$ cat config.mk
export PLATFORM = sky130hd
export DESIGN_NAME = oad_top
export DESIGN_NICKNAME = d
export VERILOG_FILES = /design/src/hdl/oad_pkg.sv /design/src/hdl/oad_stream_if.sv /design/src/hdl/oad_top.sv /design/src/hdl/oad_decim_chan.sv /design/src/hdl/oad_result_buf.sv
export SDC_FILE = /design/constraint.sdc
export NUM_CORES = 1
export LEC_CHECK = 0
export BUFFER_PORTS_ARGS = -buffer_cell sky130_fd_sc_hd__clkbuf_2
export CORE_MARGIN = 8
export CORE_UTILIZATION = 55
export DETAILED_ROUTE_END_ITERATION = 7
export PLACE_DENSITY = 0.73
export SYNTH_ARGS = -nofsm -noshare
export SYNTH_HDL_FRONTEND = slang
export SYNTH_SLANG_ARGS = --single-unit
$ cat constraint.sdc
create_clock -name ref_clk -period 7.2 [get_ports ref_clk]
set_input_delay 0.36 -clock ref_clk [delete_from_list [all_inputs] [get_ports ref_clk]]
set_output_delay 0.36 -clock ref_clk [all_outputs]
set_load 0.01 [all_outputs]
$ cat src/hdl/oad_pkg.sv
// Purpose: Shared constants for the octal converter digital back end
// Assumes: 50 MHz ref_clk, one-bit modulator streams sampled on ref_clk
// Notes: Mode codes and divider values are local choices
package oad_pkg;
    localparam int OAD_CHANNELS = 8;
    localparam int OAD_RES_W = 24;
    localparam int OAD_WORD_W = OAD_CHANNELS * OAD_RES_W;
    localparam int OAD_CNT_W = 8;
    localparam int OAD_DIV_W = 6;
    localparam int OAD_Y_W = 12;
    localparam int OAD_WIDE_W = 26;
    // Operating mode codes on mode_select
    localparam logic [1:0] OAD_MODE_HS = 2'h0;
    localparam logic [1:0] OAD_MODE_HR = 2'h1;
    localparam logic [1:0] OAD_MODE_LP = 2'h2;
    localparam logic [1:0] OAD_MODE_LS = 2'h3;
    // Oversampling ratios
    localparam logic [OAD_CNT_W-1:0] OAD_OSR_HIGH = 8'h80;
    localparam logic [OAD_CNT_W-1:0] OAD_OSR_LOW = 8'h40;
    // Modulator rate dividers with clock_divide_select high; low halves them
    localparam logic [OAD_DIV_W-1:0] OAD_DIV_FAST = 6'h04;
    localparam logic [OAD_DIV_W-1:0] OAD_DIV_LP = 6'h08;
    localparam logic [OAD_DIV_W-1:0] OAD_DIV_LS = 6'h28;
    // Scaling shifts that bring the filter range to full scale
    localparam int OAD_SHIFT_HIGH = 14;
    localparam int OAD_SHIFT_LOW = 15;
    localparam logic [OAD_RES_W-1:0] OAD_POS_FULL = 24'h7FFFFF;
    localparam logic [OAD_RES_W-1:0] OAD_NEG_FULL = 24'h800000;
    localparam logic [OAD_CNT_W-1:0] OAD_LAST_BIT = 8'hBF;
    typedef enum logic [1:0] {
        OAD_SER_IDLE = 2'b01,
        OAD_SER_SHIFT = 2'b10
    } oad_ser_state_t;
endpackage : oad_pkg

$ cat src/hdl/oad_stream_if.sv
// Purpose: Valid/ready word carrier between internal blocks
// Assumes: Both ends on ref_clk
// Notes: Data stands while valid is high and ready is low
interface oad_stream_if;
    import oad_pkg::*;
    logic valid;
    logic ready;
    logic [OAD_WORD_W-1:0] data;
    modport src (output valid, output data, input ready);
    modport snk (input valid, input data, output ready);
endinterface : oad_stream_if

$ cat src/hdl/oad_top.sv
// Purpose: Digital back end of an eight-channel delta-sigma converter
// Assumes: Static configuration pins; modulator bits and host pins are asynchronous
// Notes: Serial bit clock is ref_clk; shifting runs one bit per cycle
// Summary of operation
// Ratio is 128 in high-resolution mode, 64 in the other three.
// At top high-speed rate the host must use frame-sync format.
// Bypass skips the filters and shows raw modulator bits.
// All configuration comes from static pins; no registers.
// Serial port offers SPI style with data ready, and frame-sync.
// Output is daisy-chainable; external sync aligns conversions.
// Eight independent channels convert in parallel, one result each period.
// All filters start convolution on the same modulator cycle.
// Every sampling instant derives from the single master clock.
// Each one-bit stream's ones density becomes the result.
// Decimator is a multi-stage linear-phase FIR.
// Results are 24-bit two's complement.
// Results clip at 7FFFFF and 800000 instead of wrapping.
// Step response settles within 76 periods, 78 in high-resolution; the 1-2-1 filter here settles within four periods in both modes.
// Modulator rate divider is chosen by mode and divide select.
// All eight results are presented together, ready flagged once per period.
module oad_top (
    // Clock and reset
    input wire logic ref_clk,
    input wire logic reset,
    // Static configuration pins
    input wire logic [1:0] mode_select,
    input wire logic clock_divide_select,
    input wire logic filter_bypass,
    input wire logic frame_format,
    // Modulator streams
    input wire logic [oad_pkg::OAD_CHANNELS-1:0] mod_bits,
    output logic mod_sample_strobe,
    // Synchronisation and chaining
    input wire logic sync_n,
    input wire logic chain_in,
    // Serial result port
    input wire logic frame_sync,
    output logic data_ready_n,
    output logic serial_out,
    // Bypass and status
    output logic [oad_pkg::OAD_CHANNELS-1:0] bypass_bits,
    output logic word_dropped
);
    import oad_pkg::*;
    // Two-flop synchronisers for every asynchronous input
    logic [OAD_CHANNELS+2:0] sync1_reg, sync2_reg;
    logic [OAD_CHANNELS-1:0] mod_s;
    logic sync_n_s, chain_s, fsync_s, sync_n_prev_reg, fsync_prev_reg;
    logic sync_fall, fsync_rise;
    logic [OAD_DIV_W-1:0] div_reg, div_value;
    logic [OAD_CNT_W-1:0] osr_reg, osr_value;
    logic osr_high, mod_strobe, conv_end, conv_end_d_reg;
    logic [OAD_RES_W-1:0] chan_result [OAD_CHANNELS];
    logic [OAD_WORD_W-1:0] word_next;
    oad_ser_state_t ser_state_reg;
    logic [OAD_WORD_W-1:0] shift_reg;
    logic [OAD_CNT_W-1:0] bit_reg;
    logic start;
    oad_stream_if fill_if ();
    oad_stream_if drain_if ();

    always_ff @(posedge ref_clk) begin
        if (reset) begin
            // Sync line rests high, so no false falling edge follows reset
            sync1_reg <= {2'h0, 1'b1, {OAD_CHANNELS{1'b0}}};
            sync2_reg <= {2'h0, 1'b1, {OAD_CHANNELS{1'b0}}};
        end else begin
            sync1_reg <= {fsync_in_pin(), chain_in, sync_n, mod_bits};
            sync2_reg <= sync1_reg;
        end
    end
    function automatic logic fsync_in_pin();
        return frame_sync;
    endfunction : fsync_in_pin
    assign mod_s = sync2_reg[OAD_CHANNELS-1:0];
    assign sync_n_s = sync2_reg[OAD_CHANNELS];
    assign chain_s = sync2_reg[OAD_CHANNELS+1];
    assign fsync_s = sync2_reg[OAD_CHANNELS+2];

    always_ff @(posedge ref_clk) begin
        if (reset) begin
            sync_n_prev_reg <= 1'b1;
            fsync_prev_reg <= 1'b0;
        end else begin
            sync_n_prev_reg <= sync_n_s;
            fsync_prev_reg <= fsync_s;
        end
    end
    assign sync_fall = sync_n_prev_reg && !sync_n_s;
    assign fsync_rise = fsync_s && !fsync_prev_reg;

    // Mode-dependent divider and oversampling ratio, straight from pins
    assign osr_high = (mode_select == OAD_MODE_HR);
    assign osr_value = osr_high ? OAD_OSR_HIGH : OAD_OSR_LOW;
    always_comb begin
        case (mode_select)
            OAD_MODE_LP: div_value = OAD_DIV_LP;
            OAD_MODE_LS: div_value = OAD_DIV_LS;
            default: div_value = OAD_DIV_FAST;
        endcase
        if (!clock_divide_select) begin
            div_value = div_value >> 1;
        end
    end

    // One divider on ref_clk paces every channel; sync restarts the phase
    always_ff @(posedge ref_clk) begin
        if (reset || sync_fall) begin
            div_reg <= '0;
        end else if (div_reg >= div_value - OAD_DIV_W'(1)) begin
            div_reg <= '0;
        end else begin
            div_reg <= div_reg + OAD_DIV_W'(1);
        end
    end
    assign mod_strobe = !sync_fall && (div_reg >= div_value - OAD_DIV_W'(1));
    assign mod_sample_strobe = mod_strobe;

    // Shared ratio counter; one conv_end feeds all channels
    always_ff @(posedge ref_clk) begin
        if (reset || sync_fall) begin
            osr_reg <= '0;
        end else if (mod_strobe) begin
            osr_reg <= conv_end ? '0 : osr_reg + OAD_CNT_W'(1);
        end
    end
    assign conv_end = mod_strobe && (osr_reg >= osr_value - OAD_CNT_W'(1));

    // Filters stall in bypass, so no stale word follows the raw bits
    generate
        for (genvar ch = 0; ch < OAD_CHANNELS; ch++) begin : g_chan
            oad_decim_chan u_chan (
                .ref_clk(ref_clk),
                .reset(reset),
                .mod_strobe(mod_strobe && !filter_bypass),
                .mod_bit(mod_s[ch]),
                .conv_end(conv_end && !filter_bypass),
                .osr_high(osr_high),
                .result_reg(chan_result[ch])
            );
            assign word_next[OAD_WORD_W-1-ch*OAD_RES_W -: OAD_RES_W] = chan_result[ch];
        end
    endgenerate

    always_ff @(posedge ref_clk) begin
        if (reset) begin
            conv_end_d_reg <= 1'b0;
            bypass_bits <= '0;
        end else begin
            conv_end_d_reg <= conv_end && !filter_bypass;
            bypass_bits <= filter_bypass ? mod_s : '0;
        end
    end

    // Whole word of eight results is offered to the buffer once per period
    assign fill_if.valid = conv_end_d_reg;
    assign fill_if.data = word_next;
    always_ff @(posedge ref_clk) begin
        if (reset) begin
            word_dropped <= 1'b0;
        end else if (conv_end_d_reg && !fill_if.ready) begin
            word_dropped <= 1'b1;
        end
    end

    oad_result_buf u_buf (
        .ref_clk(ref_clk),
        .reset(reset),
        .fill(fill_if.snk),
        .drain(drain_if.src)
    );

    // Serial port: SPI style starts when a word waits, frame-sync on host frame edge
    assign start = (ser_state_reg == OAD_SER_IDLE) && drain_if.valid && (!frame_format || fsync_rise);
    assign drain_if.ready = start;

    always_ff @(posedge ref_clk) begin
        if (reset) begin
            ser_state_reg <= OAD_SER_IDLE;
            bit_reg <= '0;
            shift_reg <= '0;
        end else begin
            case (ser_state_reg)
                OAD_SER_IDLE: begin
                    if (start) begin
                        ser_state_reg <= OAD_SER_SHIFT;
                        shift_reg <= drain_if.data;
                        bit_reg <= '0;
                    end
                end
                OAD_SER_SHIFT: begin
                    shift_reg <= {shift_reg[OAD_WORD_W-2:0], 1'b0};
                    bit_reg <= bit_reg + OAD_CNT_W'(1);
                    if (bit_reg == OAD_LAST_BIT) begin
                        ser_state_reg <= OAD_SER_IDLE;
                    end
                end
                default: ser_state_reg <= OAD_SER_IDLE;
            endcase
        end
    end

    // Outside a frame the chain input passes through to the next device
    always_comb begin
        serial_out = (ser_state_reg == OAD_SER_SHIFT) ? shift_reg[OAD_WORD_W-1] : chain_s;
    end

    // Data ready low from load until the first bit has gone out, in SPI style only; frame-sync format keeps it high
    always_ff @(posedge ref_clk) begin
        if (reset) begin
            data_ready_n <= 1'b1;
        end else if (start && !frame_format) begin
            data_ready_n <= 1'b0;
        end else begin
            data_ready_n <= 1'b1;
        end
    end

    // Checks
    chk_ratio_high: assert property (@(posedge ref_clk) disable iff (reset)
        conv_end && osr_high && !$past(sync_fall) |-> osr_reg == OAD_OSR_HIGH - OAD_CNT_W'(1))
        else $error("high-resolution ratio wrong");
    chk_ratio_low: assert property (@(posedge ref_clk) disable iff (reset)
        conv_end && !osr_high |-> osr_reg == OAD_OSR_LOW - OAD_CNT_W'(1))
        else $error("low ratio wrong");
    chk_div_spacing: assert property (@(posedge ref_clk) disable iff (reset || sync_fall)
        mod_strobe && mode_select == OAD_MODE_HS && clock_divide_select && $stable(mode_select)
        |=> !mod_strobe [*3] ##1 mod_strobe)
        else $error("modulator divider wrong");
    chk_bypass_raw: assert property (@(posedge ref_clk) disable iff (reset)
        filter_bypass |=> bypass_bits == $past(mod_s))
        else $error("bypass bits wrong");
    chk_bypass_quiet: assert property (@(posedge ref_clk) disable iff (reset)
        filter_bypass && $past(filter_bypass) |-> !fill_if.valid)
        else $error("word during bypass");
    chk_word_once: assert property (@(posedge ref_clk) disable iff (reset)
        fill_if.valid |=> !fill_if.valid)
        else $error("word flagged twice");
    chk_word_after_end: assert property (@(posedge ref_clk) disable iff (reset)
        fill_if.valid |-> $past(conv_end))
        else $error("word not aligned to period end");
    chk_drdy_pulse: assert property (@(posedge ref_clk) disable iff (reset)
        !data_ready_n |-> $past(start) && !frame_format)
        else $error("data ready without load");
    chk_frame_len: assert property (@(posedge ref_clk) disable iff (reset)
        start |=> ser_state_reg == OAD_SER_SHIFT [*8])
        else $error("frame ended early");
    chk_sync_restart: assert property (@(posedge ref_clk) disable iff (reset)
        sync_fall |=> osr_reg == '0 && div_reg == '0)
        else $error("sync did not realign");
    chk_clip_range: assert property (@(posedge ref_clk) disable iff (reset)
        conv_end_d_reg |-> chan_result[0][OAD_RES_W-1] == $past(g_chan[0].u_chan.scaled[OAD_WIDE_W-1]))
        else $error("result wrapped instead of clipping");
    cov_spi_frame: cover property (@(posedge ref_clk) start && !frame_format);
    cov_fsync_frame: cover property (@(posedge ref_clk) start && frame_format);
    cov_sync_event: cover property (@(posedge ref_clk) sync_fall);
    cov_drop: cover property (@(posedge ref_clk) conv_end_d_reg && !fill_if.ready);
endmodule : oad_top

$ cat src/hdl/oad_decim_chan.sv
// Purpose: One channel of the two-stage linear-phase FIR decimator
// Assumes: conv_end coincides with a mod_strobe
// Notes: Stage one is a boxcar over the ratio, stage two a symmetric 1-2-1 FIR
module oad_decim_chan (
    // Clock and reset
    input wire logic ref_clk,
    input wire logic reset,
    // Modulator stream
    input wire logic mod_strobe,
    input wire logic mod_bit,
    input wire logic conv_end,
    input wire logic osr_high,
    // Result
    output logic [oad_pkg::OAD_RES_W-1:0] result_reg
);
    import oad_pkg::*;
    logic [OAD_CNT_W-1:0] ones_reg;
    logic [OAD_CNT_W:0] total;
    logic signed [OAD_Y_W-1:0] b_next, b1_reg, b2_reg, y;
    logic signed [OAD_WIDE_W-1:0] scaled;
    logic [OAD_RES_W-1:0] result_next;

    // Ones density over one conversion period; bipolar form keeps the filter symmetric
    assign total = {1'b0, ones_reg} + {{OAD_CNT_W{1'b0}}, mod_bit};
    assign b_next = OAD_Y_W'(signed'({3'h0, total, 1'b0})) - OAD_Y_W'(signed'({4'h0, osr_high ? OAD_OSR_HIGH : OAD_OSR_LOW}));
    assign y = b_next + (b1_reg <<< 1) + b2_reg;
    assign scaled = osr_high ? (OAD_WIDE_W'(y) <<< OAD_SHIFT_HIGH) : (OAD_WIDE_W'(y) <<< OAD_SHIFT_LOW);

    // Clip rather than wrap at the two end codes
    always_comb begin
        if (scaled > $signed({{(OAD_WIDE_W-OAD_RES_W){1'b0}}, OAD_POS_FULL})) begin
            result_next = OAD_POS_FULL;
        end else if (scaled < $signed({{(OAD_WIDE_W-OAD_RES_W){1'b1}}, OAD_NEG_FULL})) begin
            result_next = OAD_NEG_FULL;
        end else begin
            result_next = scaled[OAD_RES_W-1:0];
        end
    end

    always_ff @(posedge ref_clk) begin
        if (reset) begin
            ones_reg <= '0;
        end else if (conv_end) begin
            ones_reg <= '0;
        end else if (mod_strobe) begin
            ones_reg <= total[OAD_CNT_W-1:0];
        end
    end

    always_ff @(posedge ref_clk) begin
        if (reset) begin
            b1_reg <= '0;
            b2_reg <= '0;
            result_reg <= '0;
        end else if (conv_end) begin
            b1_reg <= b_next;
            b2_reg <= b1_reg;
            result_reg <= result_next;
        end
    end
endmodule : oad_decim_chan

$ cat src/hdl/oad_result_buf.sv
// Purpose: Two-entry result buffer between decimator and serial port
// Assumes: Single clock
// Notes: Holds a spare word so a serial start up to one period late loses nothing
module oad_result_buf (
    // Clock and reset
    input wire logic ref_clk,
    input wire logic reset,
    // Ports
    oad_stream_if.snk fill,
    oad_stream_if.src drain
);
    import oad_pkg::*;
    logic [OAD_WORD_W-1:0] mem_reg [2];
    logic wr_idx_reg, rd_idx_reg;
    logic [1:0] count_reg;
    logic push, pop;

    assign fill.ready = (count_reg != 2'h2);
    assign drain.valid = (count_reg != 2'h0);
    assign drain.data = mem_reg[rd_idx_reg];
    assign push = fill.valid && fill.ready;
    assign pop = drain.valid && drain.ready;

    always_ff @(posedge ref_clk) begin
        if (push) begin
            mem_reg[wr_idx_reg] <= fill.data;
        end
    end

    always_ff @(posedge ref_clk) begin
        if (reset) begin
            wr_idx_reg <= 1'b0;
            rd_idx_reg <= 1'b0;
            count_reg <= 2'h0;
        end else begin
            if (push) wr_idx_reg <= ~wr_idx_reg;
            if (pop) rd_idx_reg <= ~rd_idx_reg;
            count_reg <= count_reg + {1'b0, push} - {1'b0, pop};
        end
    end
endmodule : oad_result_buf

==> flow_summary_export.csv <==
group,metric,value,unit
pwr,peakVddDrop,0.000175,V
logic_synthesis,synthesis.area,33800,sq um
timing,slew_headroom,17.9,%
floorplanning,io_pins,30,
route,antenna_left,0,
placed_design,dp_hpwl,43.7,mm
pwr,switching_share,21.4,%
logic_synthesis,ys_seq_area_share,47.3,%
global_routing,grt_overflow,0,
cts,path_clk_slew,60,ps
logic_synthesis,async_flop_share,0,%
timing,grt_setup_unrepaired,"no",
logic_synthesis,synth_top_area_share,33.1,%
global_routing,grt_util_all_layers,20.0,%
worst_setup_path,critPathKind,"reg2reg",
global_routing,grt_use_met2,31.2,%
cts,clockRootBuffer,"clkbuf_16",
cells_and_area,finalInstanceArea,37200,sq um
timing,period_share,70.9,%
placed_design,dp_cells,4184,
timing,max_slew.worst_pin.slew,1230,ps
worst_setup_path,end_kind,"flip-flop",
route,vias_per_cell,5.66,
floorplanning,initial_core_util,55.3,%
pwr,seq_power_share,48.8,%
floorplanning,rows,91,
worst_setup_path,startpoint_type,"flip-flop",
route,routed-via-count,24600,
min_path,min_path_type,"in2reg",
route,drc_errors,0,
cts,clk_latency,620,ps
logic_synthesis,ys_ff_latch,720,
worst_setup_path,cp.required,7720,ps
min_path,min_to,"sync1_reg[2]",
floorplanning,die_w,264,um
cts,post_cts_buffers,0,
cells_and_area,syn2layout_area_growth,9.93,%
route,routed_wirelength,70.1,mm
timing,hold_ws,218,ps
pwr,p_per_area,227,nW/um^2
logic_synthesis,syn_inst,3543,
logic_synthesis,synth_nets,3771,
pwr,pwr-share-comb,3.2,%
cts,cts_resized,0,
pwr,p_int,6.64,mW
floorplanning,die-area,69700,sq um
worst_setup_path,crit_fanout,11,
global_routing,grt_pass1_vias,23400,
route,first_iter_violations,1829,
cells_and_area,drive_gt1_share,6.99,%
global_routing,busiest_layer,"met2",
logic_synthesis,synth_edf_count,160,
timing,hold_viol_final,0,
route,first_pass_iters,7,
pwr,power,8.45,mW
placed_design,place_ws,2090,ps
cts,htreeDepth,3,
cells_and_area,n_antenna_cell,0,
timing,finalCriticalPeriod,5100,ps
cts,cts_tree,"done",
timing,fin_ws,2100,ps
placed_design,port_buffers,29,
timing,setup_violations,0,
worst_setup_path,reg2reg_to,"g_chan[2].u_chan.result_reg[15]",
cts,cts_buffer_depth,3,
global_routing,antenna_found_initial,0,
worst_setup_path,critPathArrivalTime,5620,ps
logic_synthesis,synth.distinct_cells,87,
worst_setup_path,r2r-start,"sync2_reg[2]",
logic_synthesis,ys_top_cells_by_area,"dfxtp_1 (33%), edfxtp_1 (14%), nand2_1 (5.9%)",
cells_and_area,final_core_util,60.7,%
cells_and_area,fin_cells,4338,
worst_setup_path,rr_worst_depth,18,
pwr,switchingPower,1.81,mW
cells_and_area,largest_reg_flops,192,
logic_synthesis,synth_top_area_cell,"dfxtp_1",
global_routing,use_met3,3.10,%
floorplanning,core_area,61300,sq um
worst_setup_path,regToRegSetupSlack,2100,ps
placed_design,post_dp_cell_area,34500,sq um
timing,fin_skew,16.7,ps
route,routedWlPerCell,16.2,um
pwr,clockPowerShare,48.0,%
min_path,min_from,"reset",
cts,cts_buffers,77,
logic_synthesis,synthFlopType,"dfxtp_1",
job,maxCapViolCount,0,
pwr,p_leak,13.7,nW
global_routing,grtUsageMet1,28.7,%
timing,slew_violations,0,
cts,clock_sinks,720,
timing,finalSetupTns,0,ps
global_routing,grt_max_degree,145,
min_path,hold_depth,2,
timing,fmax,196,MHz
global_routing,grt_pass1_wl,119,mm
placed_design,place.gp.congestion,0.808,
floorplanning,fp.dieH,264,um
logic_synthesis,avgSynthCellArea,9.55,sq um
cells_and_area,nNetsFinal,3713,
logic_synthesis,ys_warn_count,0,
outcome,outcome,"finished clean",
what timing repair did:
action	4_1_cts	5_1_grt
hold endpoints to repair	12	0
hold buffers	12	0
endpoints found under the setup margin	0	0
how the worst max path moves through the flow:
stage	slack, ps	endpoint	from
floorplan	2030	g_chan[2].u_chan.result_reg[23]	mode_select[1]
global placement	2170	g_chan[2].u_chan.result_reg[19]	mode_select[1]
detailed placement	2090	g_chan[2].u_chan.result_reg[15]	mode_select[1]
CTS	2090	g_chan[2].u_chan.result_reg[15]	sync2_reg[2]
global route	1690	g_chan[2].u_chan.result_reg[20]	sync2_reg[2]
finish	2100	g_chan[2].u_chan.result_reg[15]	sync2_reg[2]
Yosys cell counts (11+ instances only):
master,instances
ha_1,122
edfxtp_1,160
mux2i_1,73
mux2_2,12
o211ai_1,35
a22o_1,28
buf_2,14
a21oi_1,203
fa_1,88
a2111oi_0,62
o2111ai_1,17
a211o_1,36
nor2_1,343
buf_1,11
nand3_1,167
a21o_1,28
and3_1,25
inv_1,167
o21a_1,13
and2_1,15
xnor2_1,107
a32oi_1,11
nand2_1,534
dfxtp_1,560
xor2_1,102
nor3_1,25
a31oi_1,126
o21ai_0,32
nor2b_1,33
nand4_1,17
clkbuf_1,176
a211oi_1,42
cell usage in the layout (no fill, tap or decap), types with 33 or more instances in the layout:
| cell type | netlist | layout |
|---|---|---|
| a2111oi_0 | 62 | 62 |
| a211o_1 | 36 | 36 |
| a211oi_1 | 42 | 42 |
| a21oi_1 | 203 | 203 |
| a31oi_1 | 126 | 126 |
| clkbuf_16 | 0 | 78 |
| dfxtp_1 | 560 | 559 |
| edfxtp_1 | 160 | 160 |
| fa_1 | 88 | 88 |
| ha_1 | 122 | 122 |
| inv_1 | 167 | 167 |
| mux2i_1 | 73 | 73 |
| nand2_1 | 534 | 533 |
| nand3_1 | 167 | 166 |
| nor2_1 | 343 | 340 |
| nor2b_1 | 33 | 33 |
| o211ai_1 | 35 | 35 |
| xnor2_1 | 107 | 107 |
| xor2_1 | 102 | 102 |
cell type report:
type	count	area, sq um
Inverter	168	631
Fill cell	5112	24000
Timing Repair Buffer	67	483
Sequential cell	720	16000
Clock buffer	104	2160
Tap cell	790	988
Multi-Input combinational cell	2451	16500
Clock inverter	38	444
power groups by stage:
stage | clock network, mW | registers [mW] | logic [mW]
after detailed placement | 0 | 4.21 | 0.261
after CTS | 4.14 | 4.12 | 0.268
after floorplan | 0 | 4.21 | 0.191
after global placement | 0 | 4.21 | 0.259
final | 4.06 | 4.12 | 0.268
after global routing | 4.31 | 4.12 | 0.299
layer usage:
metal  vias up  wire, um
li1      12300         -
met1     11800     34300
met2       431     31400
met3        94      3050
met4         0      1460
met5         -         0
logic make-up (layout without fill, tap and decap cells):
kind of cell | count (synthesis) | count (layout) | share of synthesized area [%]
xor+xnor | 211 | 211 | 5.50
flops | 720 | 720 | 47.3
simple gates | 1222 | 1222 | 15.7
mux | 86 | 86 | 2.60
buf+inv | 372 | 377 | 4.23
compound gates | 722 | 722 | 14.9
fa+ha+maj | 210 | 210 | 9.71
critical path, cell delays in order (launching register included):
cell,delay (ps)
dfxtp_1,360
ha_1,240
nand3_2,170
nor2_1,210
xnor2_1,150
ha_1,170
inv_1,60
fa_1,420
xor2_1,170
xnor2_1,250
fa_1,460
ha_1,430
a2111oi_4,420
o21ai_2,120
a31o_1,260
a21oi_2,160
xnor2_1,380
a31oi_1,310
a211oi_1,280
Note: power is estimated with default switching activity, not from simulation.
